$ cat src/inc/ser_cfg_pkg.sv
package ser_cfg_pkg;

  localparam logic [7:0] OFF_GENERAL_CONFIG_THREE = 8'h03;
  localparam logic [7:0] OFF_WIDTH_SELECT_CONTROL = 8'h05;

  localparam int AUTO_ACK_BIT = 4;
  localparam int FWD_ALL_BIT = 3;
  localparam int PASS_BIT = 2;
  localparam int PLL_OVR_BIT = 1;
  localparam int EDGE_BIT = 0;
  localparam logic [4:0] CFG3_RESET = 5'h05;

  localparam int OVR_BIT = 5;
  localparam int CURRENT_BIT = 4;
  localparam int ST12_BIT = 3;
  localparam int ST10_BIT = 2;
  localparam logic [1:0] SEL_TWELVE = 2'h2;
  localparam logic [1:0] SEL_TEN = 2'h1;
  localparam logic [1:0] WSEL_RESET = 2'h0;

  localparam logic [3:0] BYTE_BITS = 4'h8;
  localparam logic [1:0] PH_ADDR = 2'h0;
  localparam logic [1:0] PH_PTR = 2'h1;
  localparam logic [1:0] PH_DATA = 2'h2;

  typedef enum logic [2:0] {
    ST_IDLE = 3'h0,
    ST_RECV = 3'h1,
    ST_ACK = 3'h3,
    ST_SEND = 3'h2,
    ST_MACK = 3'h6,
    ST_WAIT = 3'h7,
    ST_IGNORE = 3'h5
  } bus_state_t;

endpackage

$ cat src/inc/slice_if.sv
`timescale 1ns/1ps
`default_nettype none
interface slice_if;
  logic [6:0] addr;
  logic is_write;
  logic [6:0] own_id;
  logic [6:0] des_id;
  logic [6:0] des_alias;
  logic [6:0] tgt_id;
  logic [6:0] tgt_alias;
  logic fwd_all;
  logic pass_en;
  logic auto_en;
  logic rx_lock;
  logic hit_local;
  logic hit_fwd;
  logic [6:0] remap;
  logic auto_ack;
  logic ovr;
  logic [1:0] wsel;
  logic bc_twelve;
  logic bc_ten;
  logic bc_valid;
  logic tx_twelve;
  logic tx_ten;
  logic current;

  modport ctl (
    output addr, is_write, own_id, des_id, des_alias, tgt_id, tgt_alias,
    output fwd_all, pass_en, auto_en, rx_lock, ovr, wsel, bc_twelve, bc_ten, bc_valid,
    input hit_local, hit_fwd, remap, auto_ack, tx_twelve, tx_ten, current
  );
  modport dec (
    input addr, is_write, own_id, des_id, des_alias, tgt_id, tgt_alias,
    input fwd_all, pass_en, auto_en, rx_lock,
    output hit_local, hit_fwd, remap, auto_ack
  );
  modport mode (
    input ovr, wsel, bc_twelve, bc_ten, bc_valid,
    output tx_twelve, tx_ten, current
  );
endinterface
`default_nettype wire

$ cat src/fwd_decider.sv
`timescale 1ns/1ps
`default_nettype none
module fwd_decider #(
  parameter int id_width = 7
) (
  slice_if.dec sif
);
  initial begin
    if (id_width != 7) begin
      $error("fwd_decider serves 7-bit target IDs only");
    end
  end

  logic own;
  logic des_ok;
  logic tgt_ok;
  logic alias_des;
  logic alias_tgt;
  logic direct_des;
  logic direct_tgt;
  logic all_hit;

  always_comb begin
    own = sif.addr == sif.own_id;
    des_ok = sif.des_id != 7'h00;
    tgt_ok = sif.tgt_id != 7'h00;
    alias_des = sif.pass_en && des_ok && sif.des_alias != 7'h00 && sif.addr == sif.des_alias;
    alias_tgt = sif.pass_en && tgt_ok && sif.tgt_alias != 7'h00 && sif.addr == sif.tgt_alias;
    direct_des = des_ok && sif.addr == sif.des_id;
    direct_tgt = tgt_ok && sif.addr == sif.tgt_id;
    all_hit = sif.fwd_all && des_ok;
    sif.hit_local = own;
    sif.hit_fwd = !own && (alias_des || alias_tgt || direct_des || direct_tgt || all_hit);
    sif.auto_ack = sif.auto_en && sif.rx_lock && sif.is_write && sif.hit_fwd &&
                   (alias_des || direct_des || sif.fwd_all);
    if (sif.fwd_all || sif.auto_ack || !(alias_tgt || direct_tgt)) begin
      sif.remap = sif.des_id;
    end else begin
      sif.remap = sif.tgt_id;
    end
  end
endmodule
`default_nettype wire

$ cat src/width_mode_select.sv
`timescale 1ns/1ps
`default_nettype none
module width_mode_select (
  input wire logic clk,
  input wire logic resetn,
  slice_if.mode sif
);
  typedef struct packed {
    logic tx_twelve;
    logic tx_ten;
    logic current;
  } mode_state_t;

  mode_state_t q;
  mode_state_t d;

  always_comb begin
    d = q;
    d.current = sif.bc_valid;
    if (sif.ovr) begin
      d.tx_twelve = sif.wsel == ser_cfg_pkg::SEL_TWELVE;
      d.tx_ten = sif.wsel == ser_cfg_pkg::SEL_TEN;
    end else begin
      d.tx_twelve = sif.bc_twelve;
      d.tx_ten = sif.bc_ten;
    end
  end

  always_ff @(posedge clk) begin
    if (!resetn) begin
      q <= '0;
    end else begin
      q <= d;
    end
  end

  assign sif.tx_twelve = q.tx_twelve;
  assign sif.tx_ten = q.tx_ten;
  assign sif.current = q.current;
endmodule
`default_nettype wire

$ cat src/serializer_i2c_forward_mode_config.sv
`timescale 1ns/1ps
`default_nettype none
module serializer_i2c_forward_mode_config (
  input wire logic clk,
  input wire logic resetn,
  input wire logic scl_in,
  input wire logic sda_in,
  output logic scl_out,
  output logic scl_oe,
  output logic sda_out,
  output logic sda_oe,
  input wire logic [6:0] own_id,
  input wire logic [6:0] des_id,
  input wire logic [6:0] des_alias,
  input wire logic [6:0] tgt_id,
  input wire logic [6:0] tgt_alias,
  input wire logic rx_lock,
  input wire logic mode_strap_osc,
  input wire logic pll_source_reg_osc,
  input wire logic bc_twelve,
  input wire logic bc_ten,
  input wire logic bc_valid,
  input wire logic remote_vld,
  input wire logic remote_ack,
  input wire logic [7:0] remote_rdata,
  output logic fwd_start,
  output logic [6:0] fwd_addr,
  output logic fwd_read,
  output logic fwd_auto_ack,
  output logic fwd_wr_vld,
  output logic [7:0] fwd_wr_data,
  output logic fwd_rd_req,
  output logic pll_clk_from_osc,
  output logic pixel_edge_rising,
  output logic twelve_bit_mode,
  output logic ten_bit_mode
);
  typedef struct packed {
    ser_cfg_pkg::bus_state_t st;
    logic [3:0] cnt;
    logic [7:0] sh;
    logic [1:0] phase;
    logic rd;
    logic fwd;
    logic auto_wr;
    logic nack;
    logic [7:0] ptr;
    logic [4:0] cfg3;
    logic ovr;
    logic [1:0] wsel;
    logic sda_oe;
    logic scl_oe;
    logic scl_r;
    logic sda_r;
    logic pll_osc;
    logic fwd_start;
    logic fwd_rd_req;
    logic fwd_wr_vld;
    logic [6:0] fwd_addr;
    logic [7:0] fwd_data;
  } ctl_state_t;

  localparam ctl_state_t CTL_RESET = '{
    st: ser_cfg_pkg::ST_IDLE,
    cfg3: ser_cfg_pkg::CFG3_RESET,
    wsel: ser_cfg_pkg::WSEL_RESET,
    scl_r: 1'b1,
    sda_r: 1'b1,
    default: '0
  };

  ctl_state_t q;
  ctl_state_t d;
  slice_if sif ();

  fwd_decider #(
    .id_width(7)
  ) u_decider (
    .sif(sif)
  );

  width_mode_select u_mode (
    .clk(clk),
    .resetn(resetn),
    .sif(sif)
  );

  assign sif.addr = q.sh[7:1];
  assign sif.is_write = !q.sh[0];
  assign sif.own_id = own_id;
  assign sif.des_id = des_id;
  assign sif.des_alias = des_alias;
  assign sif.tgt_id = tgt_id;
  assign sif.tgt_alias = tgt_alias;
  assign sif.fwd_all = q.cfg3[ser_cfg_pkg::FWD_ALL_BIT];
  assign sif.pass_en = q.cfg3[ser_cfg_pkg::PASS_BIT];
  assign sif.auto_en = q.cfg3[ser_cfg_pkg::AUTO_ACK_BIT];
  assign sif.rx_lock = rx_lock;
  assign sif.ovr = q.ovr;
  assign sif.wsel = q.wsel;
  assign sif.bc_twelve = bc_twelve;
  assign sif.bc_ten = bc_ten;
  assign sif.bc_valid = bc_valid;

  function automatic logic [7:0] reg_read(input logic [7:0] ptr, input ctl_state_t s,
                                          input logic cur, input logic t12, input logic t10);
    logic [7:0] v;
    v = 8'h00;
    if (ptr == ser_cfg_pkg::OFF_GENERAL_CONFIG_THREE) begin
      v[4:0] = s.cfg3;
    end else if (ptr == ser_cfg_pkg::OFF_WIDTH_SELECT_CONTROL) begin
      v[ser_cfg_pkg::OVR_BIT] = s.ovr;
      v[ser_cfg_pkg::CURRENT_BIT] = cur;
      v[ser_cfg_pkg::ST12_BIT] = t12;
      v[ser_cfg_pkg::ST10_BIT] = t10;
      v[1:0] = s.wsel;
    end
    return v;
  endfunction

  logic scl_rise;
  logic scl_fall;
  logic start_seen;
  logic stop_seen;
  logic load_rd;
  logic [7:0] rd_byte;

  always_comb begin
    scl_rise = scl_in && !q.scl_r;
    scl_fall = !scl_in && q.scl_r;
    start_seen = scl_in && q.scl_r && q.sda_r && !sda_in;
    stop_seen = scl_in && q.scl_r && !q.sda_r && sda_in;
    rd_byte = reg_read(q.ptr, q, sif.current, sif.tx_twelve, sif.tx_ten);
    load_rd = 1'b0;
    d = q;
    d.scl_r = scl_in;
    d.sda_r = sda_in;
    d.fwd_start = 1'b0;
    d.fwd_rd_req = 1'b0;
    d.fwd_wr_vld = 1'b0;
    d.pll_osc = q.cfg3[ser_cfg_pkg::PLL_OVR_BIT] ? pll_source_reg_osc : mode_strap_osc;
    if (start_seen) begin
      d.st = ser_cfg_pkg::ST_RECV;
      d.cnt = 4'h0;
      d.phase = ser_cfg_pkg::PH_ADDR;
      d.fwd = 1'b0;
      d.nack = 1'b0;
      d.sda_oe = 1'b0;
      d.scl_oe = 1'b0;
    end else if (stop_seen) begin
      d.st = ser_cfg_pkg::ST_IDLE;
      d.sda_oe = 1'b0;
      d.scl_oe = 1'b0;
    end else begin
      case (q.st)
        ser_cfg_pkg::ST_RECV: begin
          if (scl_rise) begin
            d.sh = {q.sh[6:0], sda_in};
            d.cnt = q.cnt + 4'h1;
          end else if (scl_fall && q.cnt == ser_cfg_pkg::BYTE_BITS) begin
            d.cnt = 4'h0;
            d.st = ser_cfg_pkg::ST_ACK;
            d.sda_oe = 1'b1;
            d.nack = 1'b0;
            if (q.phase == ser_cfg_pkg::PH_ADDR) begin
              d.rd = q.sh[0];
              d.auto_wr = sif.auto_ack;
              if (sif.hit_local) begin
                d.fwd = 1'b0;
              end else if (sif.hit_fwd) begin
                d.fwd = 1'b1;
                d.fwd_start = 1'b1;
                d.fwd_addr = sif.remap;
                if (!sif.auto_ack) begin
                  d.st = ser_cfg_pkg::ST_WAIT;
                  d.sda_oe = 1'b0;
                  d.scl_oe = 1'b1;
                end
              end else begin
                d.st = ser_cfg_pkg::ST_IGNORE;
                d.sda_oe = 1'b0;
              end
            end else if (q.fwd) begin
              d.fwd_wr_vld = 1'b1;
              d.fwd_data = q.sh;
              if (!q.auto_wr) begin
                d.st = ser_cfg_pkg::ST_WAIT;
                d.sda_oe = 1'b0;
                d.scl_oe = 1'b1;
              end
            end else if (q.phase == ser_cfg_pkg::PH_PTR) begin
              d.ptr = q.sh;
            end else begin
              d.ptr = q.ptr + 8'h01;
              if (q.ptr == ser_cfg_pkg::OFF_GENERAL_CONFIG_THREE) begin
                d.cfg3 = q.sh[4:0];
              end else if (q.ptr == ser_cfg_pkg::OFF_WIDTH_SELECT_CONTROL) begin
                d.ovr = q.sh[ser_cfg_pkg::OVR_BIT];
                d.wsel = q.sh[1:0];
              end
            end
          end
        end
        ser_cfg_pkg::ST_ACK: begin
          if (scl_fall) begin
            d.sda_oe = 1'b0;
            if (q.nack) begin
              d.st = ser_cfg_pkg::ST_IGNORE;
            end else if (q.rd) begin
              d.phase = ser_cfg_pkg::PH_DATA;
              load_rd = 1'b1;
            end else begin
              d.st = ser_cfg_pkg::ST_RECV;
              if (q.phase == ser_cfg_pkg::PH_ADDR && !q.fwd) begin
                d.phase = ser_cfg_pkg::PH_PTR;
              end else begin
                d.phase = ser_cfg_pkg::PH_DATA;
              end
            end
          end
        end
        ser_cfg_pkg::ST_SEND: begin
          if (scl_fall) begin
            d.sh = {q.sh[6:0], 1'b0};
            d.cnt = q.cnt + 4'h1;
            if (q.cnt == ser_cfg_pkg::BYTE_BITS - 4'h1) begin
              d.st = ser_cfg_pkg::ST_MACK;
              d.sda_oe = 1'b0;
            end else begin
              d.sda_oe = !q.sh[6];
            end
          end
        end
        ser_cfg_pkg::ST_MACK: begin
          if (scl_rise) begin
            d.nack = sda_in;
          end else if (scl_fall) begin
            if (q.nack) begin
              d.st = ser_cfg_pkg::ST_IGNORE;
            end else begin
              load_rd = 1'b1;
            end
          end
        end
        ser_cfg_pkg::ST_WAIT: begin
          if (remote_vld) begin
            d.scl_oe = 1'b0;
            if (q.rd && q.phase == ser_cfg_pkg::PH_DATA) begin
              d.sh = remote_rdata;
              d.cnt = 4'h0;
              d.st = ser_cfg_pkg::ST_SEND;
              d.sda_oe = !remote_rdata[7];
            end else begin
              d.st = ser_cfg_pkg::ST_ACK;
              d.sda_oe = remote_ack;
              d.nack = !remote_ack;
            end
          end
        end
        default: begin
        end
      endcase
    end
    // Next read byte: remote bytes stretch the clock until they arrive
    if (load_rd) begin
      d.cnt = 4'h0;
      if (q.fwd) begin
        d.st = ser_cfg_pkg::ST_WAIT;
        d.scl_oe = 1'b1;
        d.fwd_rd_req = 1'b1;
      end else begin
        d.st = ser_cfg_pkg::ST_SEND;
        d.sh = rd_byte;
        d.ptr = q.ptr + 8'h01;
        d.sda_oe = !rd_byte[7];
      end
    end
  end

  always_ff @(posedge clk) begin
    if (!resetn) begin
      q <= CTL_RESET;
    end else begin
      q <= d;
    end
  end

  assign scl_out = 1'b0;
  assign sda_out = 1'b0;
  assign scl_oe = q.scl_oe;
  assign sda_oe = q.sda_oe;
  assign fwd_start = q.fwd_start;
  assign fwd_addr = q.fwd_addr;
  assign fwd_read = q.rd;
  assign fwd_auto_ack = q.auto_wr;
  assign fwd_wr_vld = q.fwd_wr_vld;
  assign fwd_wr_data = q.fwd_data;
  assign fwd_rd_req = q.fwd_rd_req;
  assign pll_clk_from_osc = q.pll_osc;
  assign pixel_edge_rising = q.cfg3[ser_cfg_pkg::EDGE_BIT];
  assign twelve_bit_mode = sif.tx_twelve;
  assign ten_bit_mode = sif.tx_ten;
endmodule
`default_nettype wire

$ cat config.mk
export PLATFORM = sky130hd
export DESIGN_NAME = serializer_i2c_forward_mode_config
export DESIGN_NICKNAME = d
export VERILOG_FILES = /design/src/inc/ser_cfg_pkg.sv /design/src/inc/slice_if.sv /design/src/fwd_decider.sv /design/src/width_mode_select.sv /design/src/serializer_i2c_forward_mode_config.sv
export SDC_FILE = /design/constraint.sdc
export NUM_CORES = 1
export LEC_CHECK = 0
export BUFFER_PORTS_ARGS = -buffer_cell sky130_fd_sc_hd__buf_2
export CORE_ASPECT_RATIO = 0.9
export CORE_MARGIN = 3
export CORE_UTILIZATION = 25
export CTS_CLUSTER_SIZE = 40
export DETAILED_ROUTE_END_ITERATION = 8
export PLACE_DENSITY = 0.52
export SLEW_MARGIN = 20
export SYNTH_ARGS = -nofsm -noshare
export SYNTH_HDL_FRONTEND = slang
export SYNTH_HIERARCHICAL = 1
export SYNTH_SLANG_ARGS = --single-unit
$ cat constraint.sdc
create_clock -name clk -period 5.25 [get_ports clk]
set_clock_uncertainty 0.05 [all_clocks]
set_input_delay 0.525 -clock clk [delete_from_list [all_inputs] [get_ports clk]]
set_output_delay 0.525 -clock clk [all_outputs]
set_load 0.005 [all_outputs]
==> results of run 1 <==
## metrics by stage
step	utilization [%]	power, mW	hold WS, ps	std cells
finish	30.0	1.29	369	746
global route	30.0	1.33	367	746
CTS	30.0	1.30	362	745
detailed placement	28.0	0.651	436	730
global placement	28.0	0.650	424	730
floorplan	-	0.602	412	491
## sequential cells by signal, indices dropped and copies added, names as in the netlist, 2 cells and up
name,flops
q,33
fwd_wr_data,8
fwd_addr,7
sif.wsel,2
## cell usage after synthesis, types with 13 or more instances
master,instances,area [µm²]
xor2_1,18,158
nor4_1,13,81.3
nand3_1,16,80.1
dfxtp_1,63,1260
buf_4,22,165
mux2i_1,27,270
nor3_1,20,100
a21oi_1,28,140
nor2_1,43,161
clkbuf_1,13,48.8
xnor2_1,20,175
nand2_1,26,97.6
a221oi_1,15,131
## metal layers
metal	vias to the layer above	track usage, %	wire, µm
met5	-	0	0
met4	0	4.75	246
met3	22	3.42	912
met2	173	21.7	6090
met1	1990	20.8	6250
li1	1893	-	-
## worst reg2reg max path: stages (launching register included)
cell      delay (ps)
dfxtp_1          760
xnor2_1          190
nand4_1          110
nor4_1           680
nor2_1           210
a211oi_4         470
mux2_2           390
mux2i_1          160
nor2_1            60
## layout by cell type, fill, tap and decap left out, types with 10 or more instances in the layout
cell type	n
dfxtp_1	63
nor4_1	13
buf_2	80
xor2_1	18
mux2i_1	27
nand3_1	16
nand2_1	26
a21oi_1	27
xnor2_1	20
nor3_1	20
a221oi_1	15
o21ai_0	11
inv_1	10
nor2_1	43
## worst max-delay path by stage
stage | startpoint | endpoint | slack (ps) | cells after the start
2_1_floorplan | tgt_id[3] | q[59]$_SDFFE_PN0P_ | 2490 | 10
3_3_place_gp | tgt_id[3] | q[59]$_SDFFE_PN0P_ | 2030 | 11
3_5_place_dp | tgt_id[3] | q[59]$_SDFFE_PN0P_ | 2040 | 11
4_1_cts | q[46]$_SDFF_PN0_ | fwd_addr[6]$_SDFFE_PN0P_ | 2070 | 8
5_1_grt | q[46]$_SDFF_PN0_ | q[59]$_SDFFE_PN0P_ | 1700 | 9
6_report | q[46]$_SDFF_PN0_ | fwd_addr[0]$_SDFFE_PN0P_ | 2040 | 8
## cell type report
type	count	area, µm²	area share (%)
inverter	10	37.5	0.767
clock inverter	4	70.1	1.43
multi-input combinational	369	2610	53.3
tap	207	259	5.29
sequential	63	1260	25.8
clock buffer	11	243	4.96
timing repair buffer	82	415	8.49
## cell families (layout without fill, tap and decap cells)
kind of cell	after synthesis	in the layout	share of synthesized area (%)
buf+inv	59	107	8.10
flops	63	63	30.0
fa+ha+maj	4	4	1.19
compound gates	107	107	19.0
xor+xnor	38	38	7.92
mux	34	34	8.31
other cells	1	2	0.0893
simple gates	184	184	25.3
## power breakdown
group          internal (mW)  leakage, nW  switching [mW]
combinational         0.0584         1.22          0.0788
clock                  0.424        0.155           0.219
sequential             0.486        0.510          0.0215
==> run metrics, run 1 <==
Placement Cell Area ~4600 µm²; GP Congestion 0.866; power density normalized to cell area ~260 nW/µm²; post-synthesis cell count around 500; number of H-tree levels 3; largest net degree at the start of global routing 31; Routed WL 13,500 µm; vertical die dimension approximately 130 µm; number of pins exceeding their max-slew limit in the final report 0; #FFs+latches synth between 60 and 70; post-layout instance area a little under 5000 µm²; clock tree buffer depth 2; Buffers & Inverters on Critical Path 0; slew at the pin closest to its max-slew limit slightly below 900 ps; Horiz. Die Dim between 100 and 150 µm; Setup Viol. Count Final 0; antenna viol nets, final 0; number of inserted filler cells in the final layout roughly 1,700; TritonCTS Buffers 9; final hold viol count 0; portion of the post-synthesis area used by sequential elements between 30% and 40%; effective utilization at floorplan 25.8%; VDD IR-drop max around 150 µV; net count reported at finish approximately 590; number of enable-type register cells in the synthesized netlist 0; Post-CTS Resized 0; worst-case hold path end point u_mode/sif.tx_twelve$_SDFF_PN0_; drt first-iter violations 462; synthesized area divided by synthesized cell count 8.57 µm²; detailed-routing iteration count for the pre-antenna-repair pass 5; total negative setup slack 0 ps; fmax around 0.31 GHz; Netlist Area Pre-Place approximately 4200 µm²; master cell of the clock root buffer clkbuf_16; critical path class reg -> reg; HPWL after detailed placement ~9900 µm; status complete, no violations; Slew HR between 40 and 50%; synth warn 6; Skew-Pair Late Insertion Delay ~340 ps; Setup crit start kind flip-flop; Setup Slack @ Placement ~2000 ps; data arrival time of the critical path around 3400 ps; TritonCTS clock tree yes; row count 44; worst path cell trace xnor2_1 > nand4_1 > nor4_1 > nor2_1 > a211oi_4 > mux2_2 > mux2i_1 > nor2_1; critical register-to-register path endpoint fwd_addr[0]$_SDFFE_PN0P_; GRT Overall Usage between 10% and 20%; CP Max Fanout 12; worst-case setup margin in the final layout 2040 ps; fraction of layout cells with a size suffix above 1 between 20% and 30%; initial antenna violation count 0; Via Count approximately 4,100; most common flop cell mapped by yosys dfxtp_1; share of synthesized registers carrying an async set or reset 0%; first-pass GRT wire length between 20,000 and 25,000 µm; number of global-route vias before repair 3,864; CP endpoint kind flip-flop; clock sink total 63; number of diodes 0; shortest clock period the worst path allows after layout ~3200 ps; startpoint of the most critical hold path bc_twelve; Die ar. about 18,000 µm²; buffer count from post-CTS setup fixing 0; static leakage roughly 1.9 nW; part of the cycle the worst path needs roughly three fifths; family with the most delay on the worst path simple AND/OR/NAND/NOR gates; number of top-level design ports between 80 and 90; Required @ worst endpoint around 5400 ps; average routed wire per standard cell between 15 and 20 µm; total of max-cap violations 0; DRC violation count after routing 0; number of cells traversed by the worst register-to-register path 8; area of the core region around 16,000 µm²; Crit-path slowest cell dfxtp_1; count of input and output buffers 80; detail-routed via count per cell 5.47; largest stage delay on the critical path 760 ps; clock-pin transition on the worst setup and hold timing paths around 60 ps; instance count along the most critical hold path 3; unrepaired setup endpoints after global routing no; synth unique cells 71; hold buffers post-CTS 0; total grt overflow 0; worst min-delay path class in -> reg; cell occurring most often along the worst timing path nor2_1; reg-to-reg startpoint q[46]$_SDFF_PN0_; register-to-register setup slack 2040 ps; synthesis-to-layout area growth 16.5%
No activity file was read; power rests on OpenSTA's default activity.
==> run 2: changes to the inputs <==
PLACE_DENSITY = 0.54   (was 0.52)
clock period = 2.93 ns   (was 5.25 ns; I/O delays follow)
==> run 2 against run 1 <==
Compared with the run above: largest power group unchanged; register-to-register slack worse by 1800 ps; die area unchanged; cell count grew 2.9%; core utilization rose by 0.96 points; sequential power increased by 78%; worst setup slack worse by 1800 ps; flip-flop and latch count stayed put; critical path depth unchanged; clock power grew 73%.
==> run metrics, run 2 (synthesis results as in run 1) <==
status complete, no violations; clock-pin transition on the worst setup and hold timing paths roughly 60 ps; Setup Viol. Count Final 0; count of input and output buffers 80; TritonCTS clock tree yes; commonest non-fill, non-tap cells in the layout 80 x buf_2, 59 x dfxtp_1, 43 x nor2_1, 28 x a21oi_1, 27 x mux2i_1; post-layout instance area 5050 µm²; detailed-routing iteration count for the pre-antenna-repair pass 5; unrepaired setup endpoints after global routing no; most common cell after layout, fill and taps aside buf_2; combined area of the multi-input logic cells between 2000 and 3000 µm²; cell occurring most often along the worst timing path nor2_1; worst min-delay path class in -> reg; TritonCTS Buffers 9; worst path cell trace buf_4 > xor2_1 > nor4_1 > nor2_1 > a211oi_4 > mux2_2 > mux2i_1 > nor2_1; flip-flop count of the largest register after layout 33; Placement Cell Area roughly 4700 µm²; GP Congestion about 0.9; average routed wire per standard cell around 18 µm; WHS roughly 120 ps; Setup crit start kind flip-flop; clock tree buffer depth 2; shortest clock period the worst path allows after layout around 2700 ps; detail-routed via count per cell roughly 5.3; part of the cycle the worst path needs between 90% and 100%; clock sink total 63; number of pins exceeding their max-slew limit in the final report 0; net count reported at finish approximately 600; total negative setup slack 0 ps; number of H-tree levels 3; register bank with the most flops q; slew at the pin closest to its max-slew limit between 1000 and 1500 ps; static leakage about 2 nW; master cell of the clock root buffer clkbuf_16; hold buffers post-CTS 0; Via Count 4,087; Required @ worst endpoint just over 3000 ps; antenna viol nets, final 0; total grt overflow 0; GRT Overall Usage roughly 15%; worst-case setup margin in the final layout between 200 and 300 ps; vertical die dimension around 130 µm; CP endpoint kind flip-flop; power density normalized to cell area ~450 nW/µm²; HPWL after detailed placement between 10,000 and 15,000 µm; fmax roughly 0.37 GHz; Crit-path slowest cell dfxtp_1; largest stage delay on the critical path between 500 and 600 ps; DRC violation count after routing 0; family with the most delay on the worst path simple AND/OR/NAND/NOR gates; Post-CTS Resized 0; number of top-level design ports just over 80; Slew HR roughly a fifth; number of diodes 0; core utilization of the finished layout a little over 30%; effective utilization at floorplan roughly a quarter; VDD IR-drop max ~220 µV; critical path class reg -> reg; Horiz. Die Dim around 140 µm; Setup Slack @ Placement approximately 33 ps; fraction of layout cells with a size suffix above 1 a little over a quarter; row count 44; number of cells traversed by the worst register-to-register path 8; area of the core region approximately 16,000 µm²; buffer count from post-CTS setup fixing 0; worst setup path endpoint fwd_addr[3]$_SDFFE_PN0P_; first-pass GRT wire length about 21,000 µm; largest net degree at the start of global routing 24; CP Max Fanout 7; area taken by flip-flops and latches 1270 µm²; initial antenna violation count 0; reg-to-reg startpoint q[49]$_SDFF_PN0_; Routed WL about 14,000 µm; Die ar. 18,400 µm²; critical register-to-register path endpoint fwd_addr[3]$_SDFFE_PN0P_; drt first-iter violations 408; Levels on crit path 8; register-to-register setup slack roughly 250 ps; Buffers & Inverters on Critical Path 1; Setup crit start q[49]$_SDFF_PN0_; total of max-cap violations 0; Skew-Pair Late Insertion Delay around 350 ps; final hold viol count 0; number of global-route vias before repair 3,828; synthesis-to-layout area growth 20.2%; number of inserted filler cells in the final layout roughly 1,700; data arrival time of the critical path between 2000 and 3000 ps
-- run 2: cell count changes in the layout (fill, tap and decap cells not counted), sizes merged --
cell      previous run  this run
clkinvlp             0         2
clkbuf              12         9
inv                 10        13
buf                 81       103
bufinv               2         1
clkinv               2         1
-- run 2: cell type report --
type                       count  share of cell area (%)
multi-input combinational    369                    51.6
sequential                    63                    25.1
timing repair buffer         103                    11.4
tap                          207                    5.13
clock buffer                   9                    4.46
clock inverter                 7                    1.59
inverter                      10                   0.743
-- run 2: worst register-to-register path, delay by kind of cell (launching register included) --
| kind | cells | cell delay [ps] |
|---|---|---|
| buffers and inverters | 1 | 250 |
| AOI/OAI and AO/OA | 1 | 470 |
| and+or+nand+nor | 3 | 630 |
| DFF | 1 | 520 |
| xor gates and xnor gates | 1 | 80 |
| muxes | 2 | 560 |
-- run 2: power breakdown --
part           total [mW]  leakage [nW]  switching, mW  internal (mW)
Clock                1.11         0.143          0.441          0.668
Sequential          0.900         0.512         0.0302          0.870
Combinational       0.266          1.34          0.153          0.113
Total                2.28          1.99          0.624           1.65
-- run 2: how the worst min path moves through the flow --
stage | start | end | slack [ps] | cells after the start
2_1_floorplan | sda_in | q[19]$_SDFF_PN1_ | 340 | 1
3_3_place_gp | fwd_addr[4]$_SDFFE_PN0P_ | fwd_addr[4]$_SDFFE_PN0P_ | 420 | 2
3_5_place_dp | fwd_wr_data[5]$_SDFFE_PN0P_ | fwd_wr_data[5]$_SDFFE_PN0P_ | 430 | 2
4_1_cts | bc_valid | u_mode/sif.current$_SDFF_PN0_ | 110 | 2
5_1_grt | bc_valid | u_mode/sif.current$_SDFF_PN0_ | 120 | 2
6_report | bc_valid | u_mode/sif.current$_SDFF_PN0_ | 120 | 2
-- run 2: metal layers --
metal	share of wire (%)	track usage, %	wire [µm]
met5	0	0	0
met4	2.2	5.37	313
met3	6.5	3.31	912
met2	46	22.6	6380
met1	46	20.6	6410
-- run 2: stage by stage --
stage               cells  power [mW]
floorplan             491        1.08
global placement      752        1.18
detailed placement    752        1.18
CTS                   768        2.30
global route          768        2.36
finish                768        2.28
==> run 3: changes to the inputs <==
PLACE_DENSITY = 0.51   (was 0.54)
==> run 3 against run 2 <==
Compared with the run above: flip-flop and latch count stayed put; global-route usage is 0.23 points higher; register-to-register slack better by 30 ps; wire length is 0.18% lower; sequential power hardly changed; fmax is 1.0% higher; core utilization is 0.28 points higher; combinational power hardly changed; sequential share of layout area is 0.27 points lower; critical path depth is 3 higher; total power is 4.1% higher; worst hold slack better by 23 ps; critical endpoint is now fwd_addr[6]$_SDFFE_PN0P_.
==> run metrics, run 3 (synthesis results as in run 1) <==
status complete, no violations; synthesis-to-layout area growth 21.3%; largest net degree at the start of global routing 27; Buffers & Inverters on Critical Path 1; power density normalized to cell area between 400 and 500 nW/µm²; antenna viol nets, final 0; initial antenna violation count 0; average routed wire per standard cell around 18 µm; total negative setup slack 0 ps; detail-routed via count per cell about 5.3; clock-pin transition on the worst setup and hold timing paths 60 ps; GRT Overall Usage between 10% and 20%; fmax 0.378 GHz; part of the cycle the worst path needs 90.4%; number of cells traversed by the worst register-to-register path 11; Slew HR 27.7%; CP endpoint kind flip-flop; clock sink total 63; final total power approximately 2.4 mW; post-route non-filler standard cell count 768; WHS 140 ps; worst-case hold path end point pll_clk_from_osc$_SDFF_PN0_; register-to-register setup slack 280 ps; largest stage delay on the critical path ~580 ps; DRC violation count after routing 0; critical path class reg -> reg; instance count along the most critical hold path 3; TritonCTS Buffers 9; area of the core region ~16,000 µm²; combined area of the multi-input logic cells roughly 2600 µm²; unrepaired setup endpoints after global routing no; TritonCTS clock tree yes; Skew-Pair Late Insertion Delay 330 ps; number of inserted filler cells in the final layout roughly 1,700; slew at the pin closest to its max-slew limit 1080 ps; number of H-tree levels 3; row count 44; Setup Viol. Count Final 0; Setup crit start kind flip-flop; effective utilization at floorplan 25.8%; CP Max Fanout 7; net count reported at finish about 620; first-pass GRT wire length approximately 22,000 µm; hold buffers post-CTS 0; worst path cell trace xor2_1 > nor4_1 > nand3_1 > o31ai_2 > a21oi_1 > a21oi_1 > nand3b_1 > nor2_2 > buf_12 > mux2i_1 > nor2_1; master cell of the clock root buffer clkbuf_16; number of pins exceeding their max-slew limit in the final report 0; Die ar. around 18,000 µm²; drt first-iter violations 379; total grt overflow 0; total of max-cap violations 0; commonest non-fill, non-tap cells in the layout 80 x buf_2, 61 x dfxtp_1, 43 x nor2_1, 28 x a21oi_1, 27 x mux2i_1; final hold viol count 0; detailed-routing iteration count for the pre-antenna-repair pass 5; HPWL after detailed placement about 11,000 µm; Cells after DPL roughly 750; Crit-path slowest cell dfxtp_1; number of diodes 0; most common cell after layout, fill and taps aside buf_2; data arrival time of the critical path roughly 2800 ps; flip-flop count of the largest register after layout 33; Via Count between 4,000 and 5,000; worst min-delay path class in -> reg; static leakage about 2.0 nW; reg-to-reg startpoint q[49]$_SDFF_PN0_; Required @ worst endpoint between 3000 and 4000 ps; Horiz. Die Dim 143 µm; register bank with the most flops q; number of top-level design ports 83; VDD IR-drop max about 230 µV; Setup Slack @ Placement between 20 and 25 ps; cell occurring most often along the worst timing path a21oi_1; startpoint of the most critical hold path mode_strap_osc; fraction of layout cells with a size suffix above 1 25.8%; family with the most delay on the worst path simple AND/OR/NAND/NOR gates; area taken by flip-flops and latches 1260 µm²; GP Congestion 0.912; count of input and output buffers 80; Routed WL ~14,000 µm; critical register-to-register path endpoint fwd_addr[6]$_SDFFE_PN0P_; number of global-route vias before repair 3,800; worst-case setup margin in the final layout approximately 280 ps; vertical die dimension approximately 130 µm; clock tree buffer depth 2; shortest clock period the worst path allows after layout ~2600 ps
-- run 3: layout make-up --
class	instances	share of cell area, %
Inverter	10	0.737
Sequential cell	63	24.8
Tap cell	207	5.08
Clock inverter	7	2.01
Timing Repair Buffer	103	11.7
Multi-Input combinational cell	369	51.2
Clock buffer	9	4.42
-- run 3: routing by layer --
layer  part of all wire (%)  vias to the layer above  global-route usage [%]  wire [µm]
met2                     43                      186                    21.2       6000
met1                     47                     1917                    22.5       6610
met5                      0                        -                       0          0
met4                    2.1                        0                    4.92        290
met3                    7.8                       24                    3.46       1090
li1                       -                     1938                       -          -
-- run 3: power breakdown --
group | switching (mW) | internal (mW) | total (mW)
clock | 0.446 | 0.755 | 1.20
sequential | 0.0310 | 0.870 | 0.901
combinational | 0.152 | 0.114 | 0.266
-- run 3: worst max-delay path by stage --
stage | from | slack (ps) | end | cells past startpoint
finish | q[49]$_SDFF_PN0_ | 280 | fwd_addr[6]$_SDFFE_PN0P_ | 11
global route | q[49]$_SDFF_PN0_ | 8 | fwd_addr[4]$_SDFFE_PN0P_ | 11
CTS | q[47]$_SDFF_PN0_ | 190 | fwd_addr[6]$_SDFFE_PN0P_ | 10
detailed placement | tgt_id[3] | 20 | q[59]$_SDFFE_PN0P_ | 11
global placement | tgt_id[3] | -9 | q[59]$_SDFFE_PN0P_ | 11
floorplan | tgt_id[3] | 400 | q[59]$_SDFFE_PN0P_ | 10
-- run 3: repair_timing --
| item | 4_1_cts | 5_1_grt |
|---|---|---|
| hold endpoints to repair | 0 | 0 |
| buffers inserted | 0 | 0 |
| gates resized for setup | 0 | 3 |
| endpoints found under the setup margin | 0 | 7 |
-- run 3: worst min-delay path, delay by kind of cell --
kind          cells  cell delay (ps)
simple gates      1               70
buf+inv           1               70
mux               1               50
-- run 3: metrics by stage --
stage,area (µm²),utilization [%]
global placement,4760,29.2
finish,5090,31.3
floorplan,4200,-
detailed placement,4760,29.2
global route,5090,31.3
CTS,5090,31.2
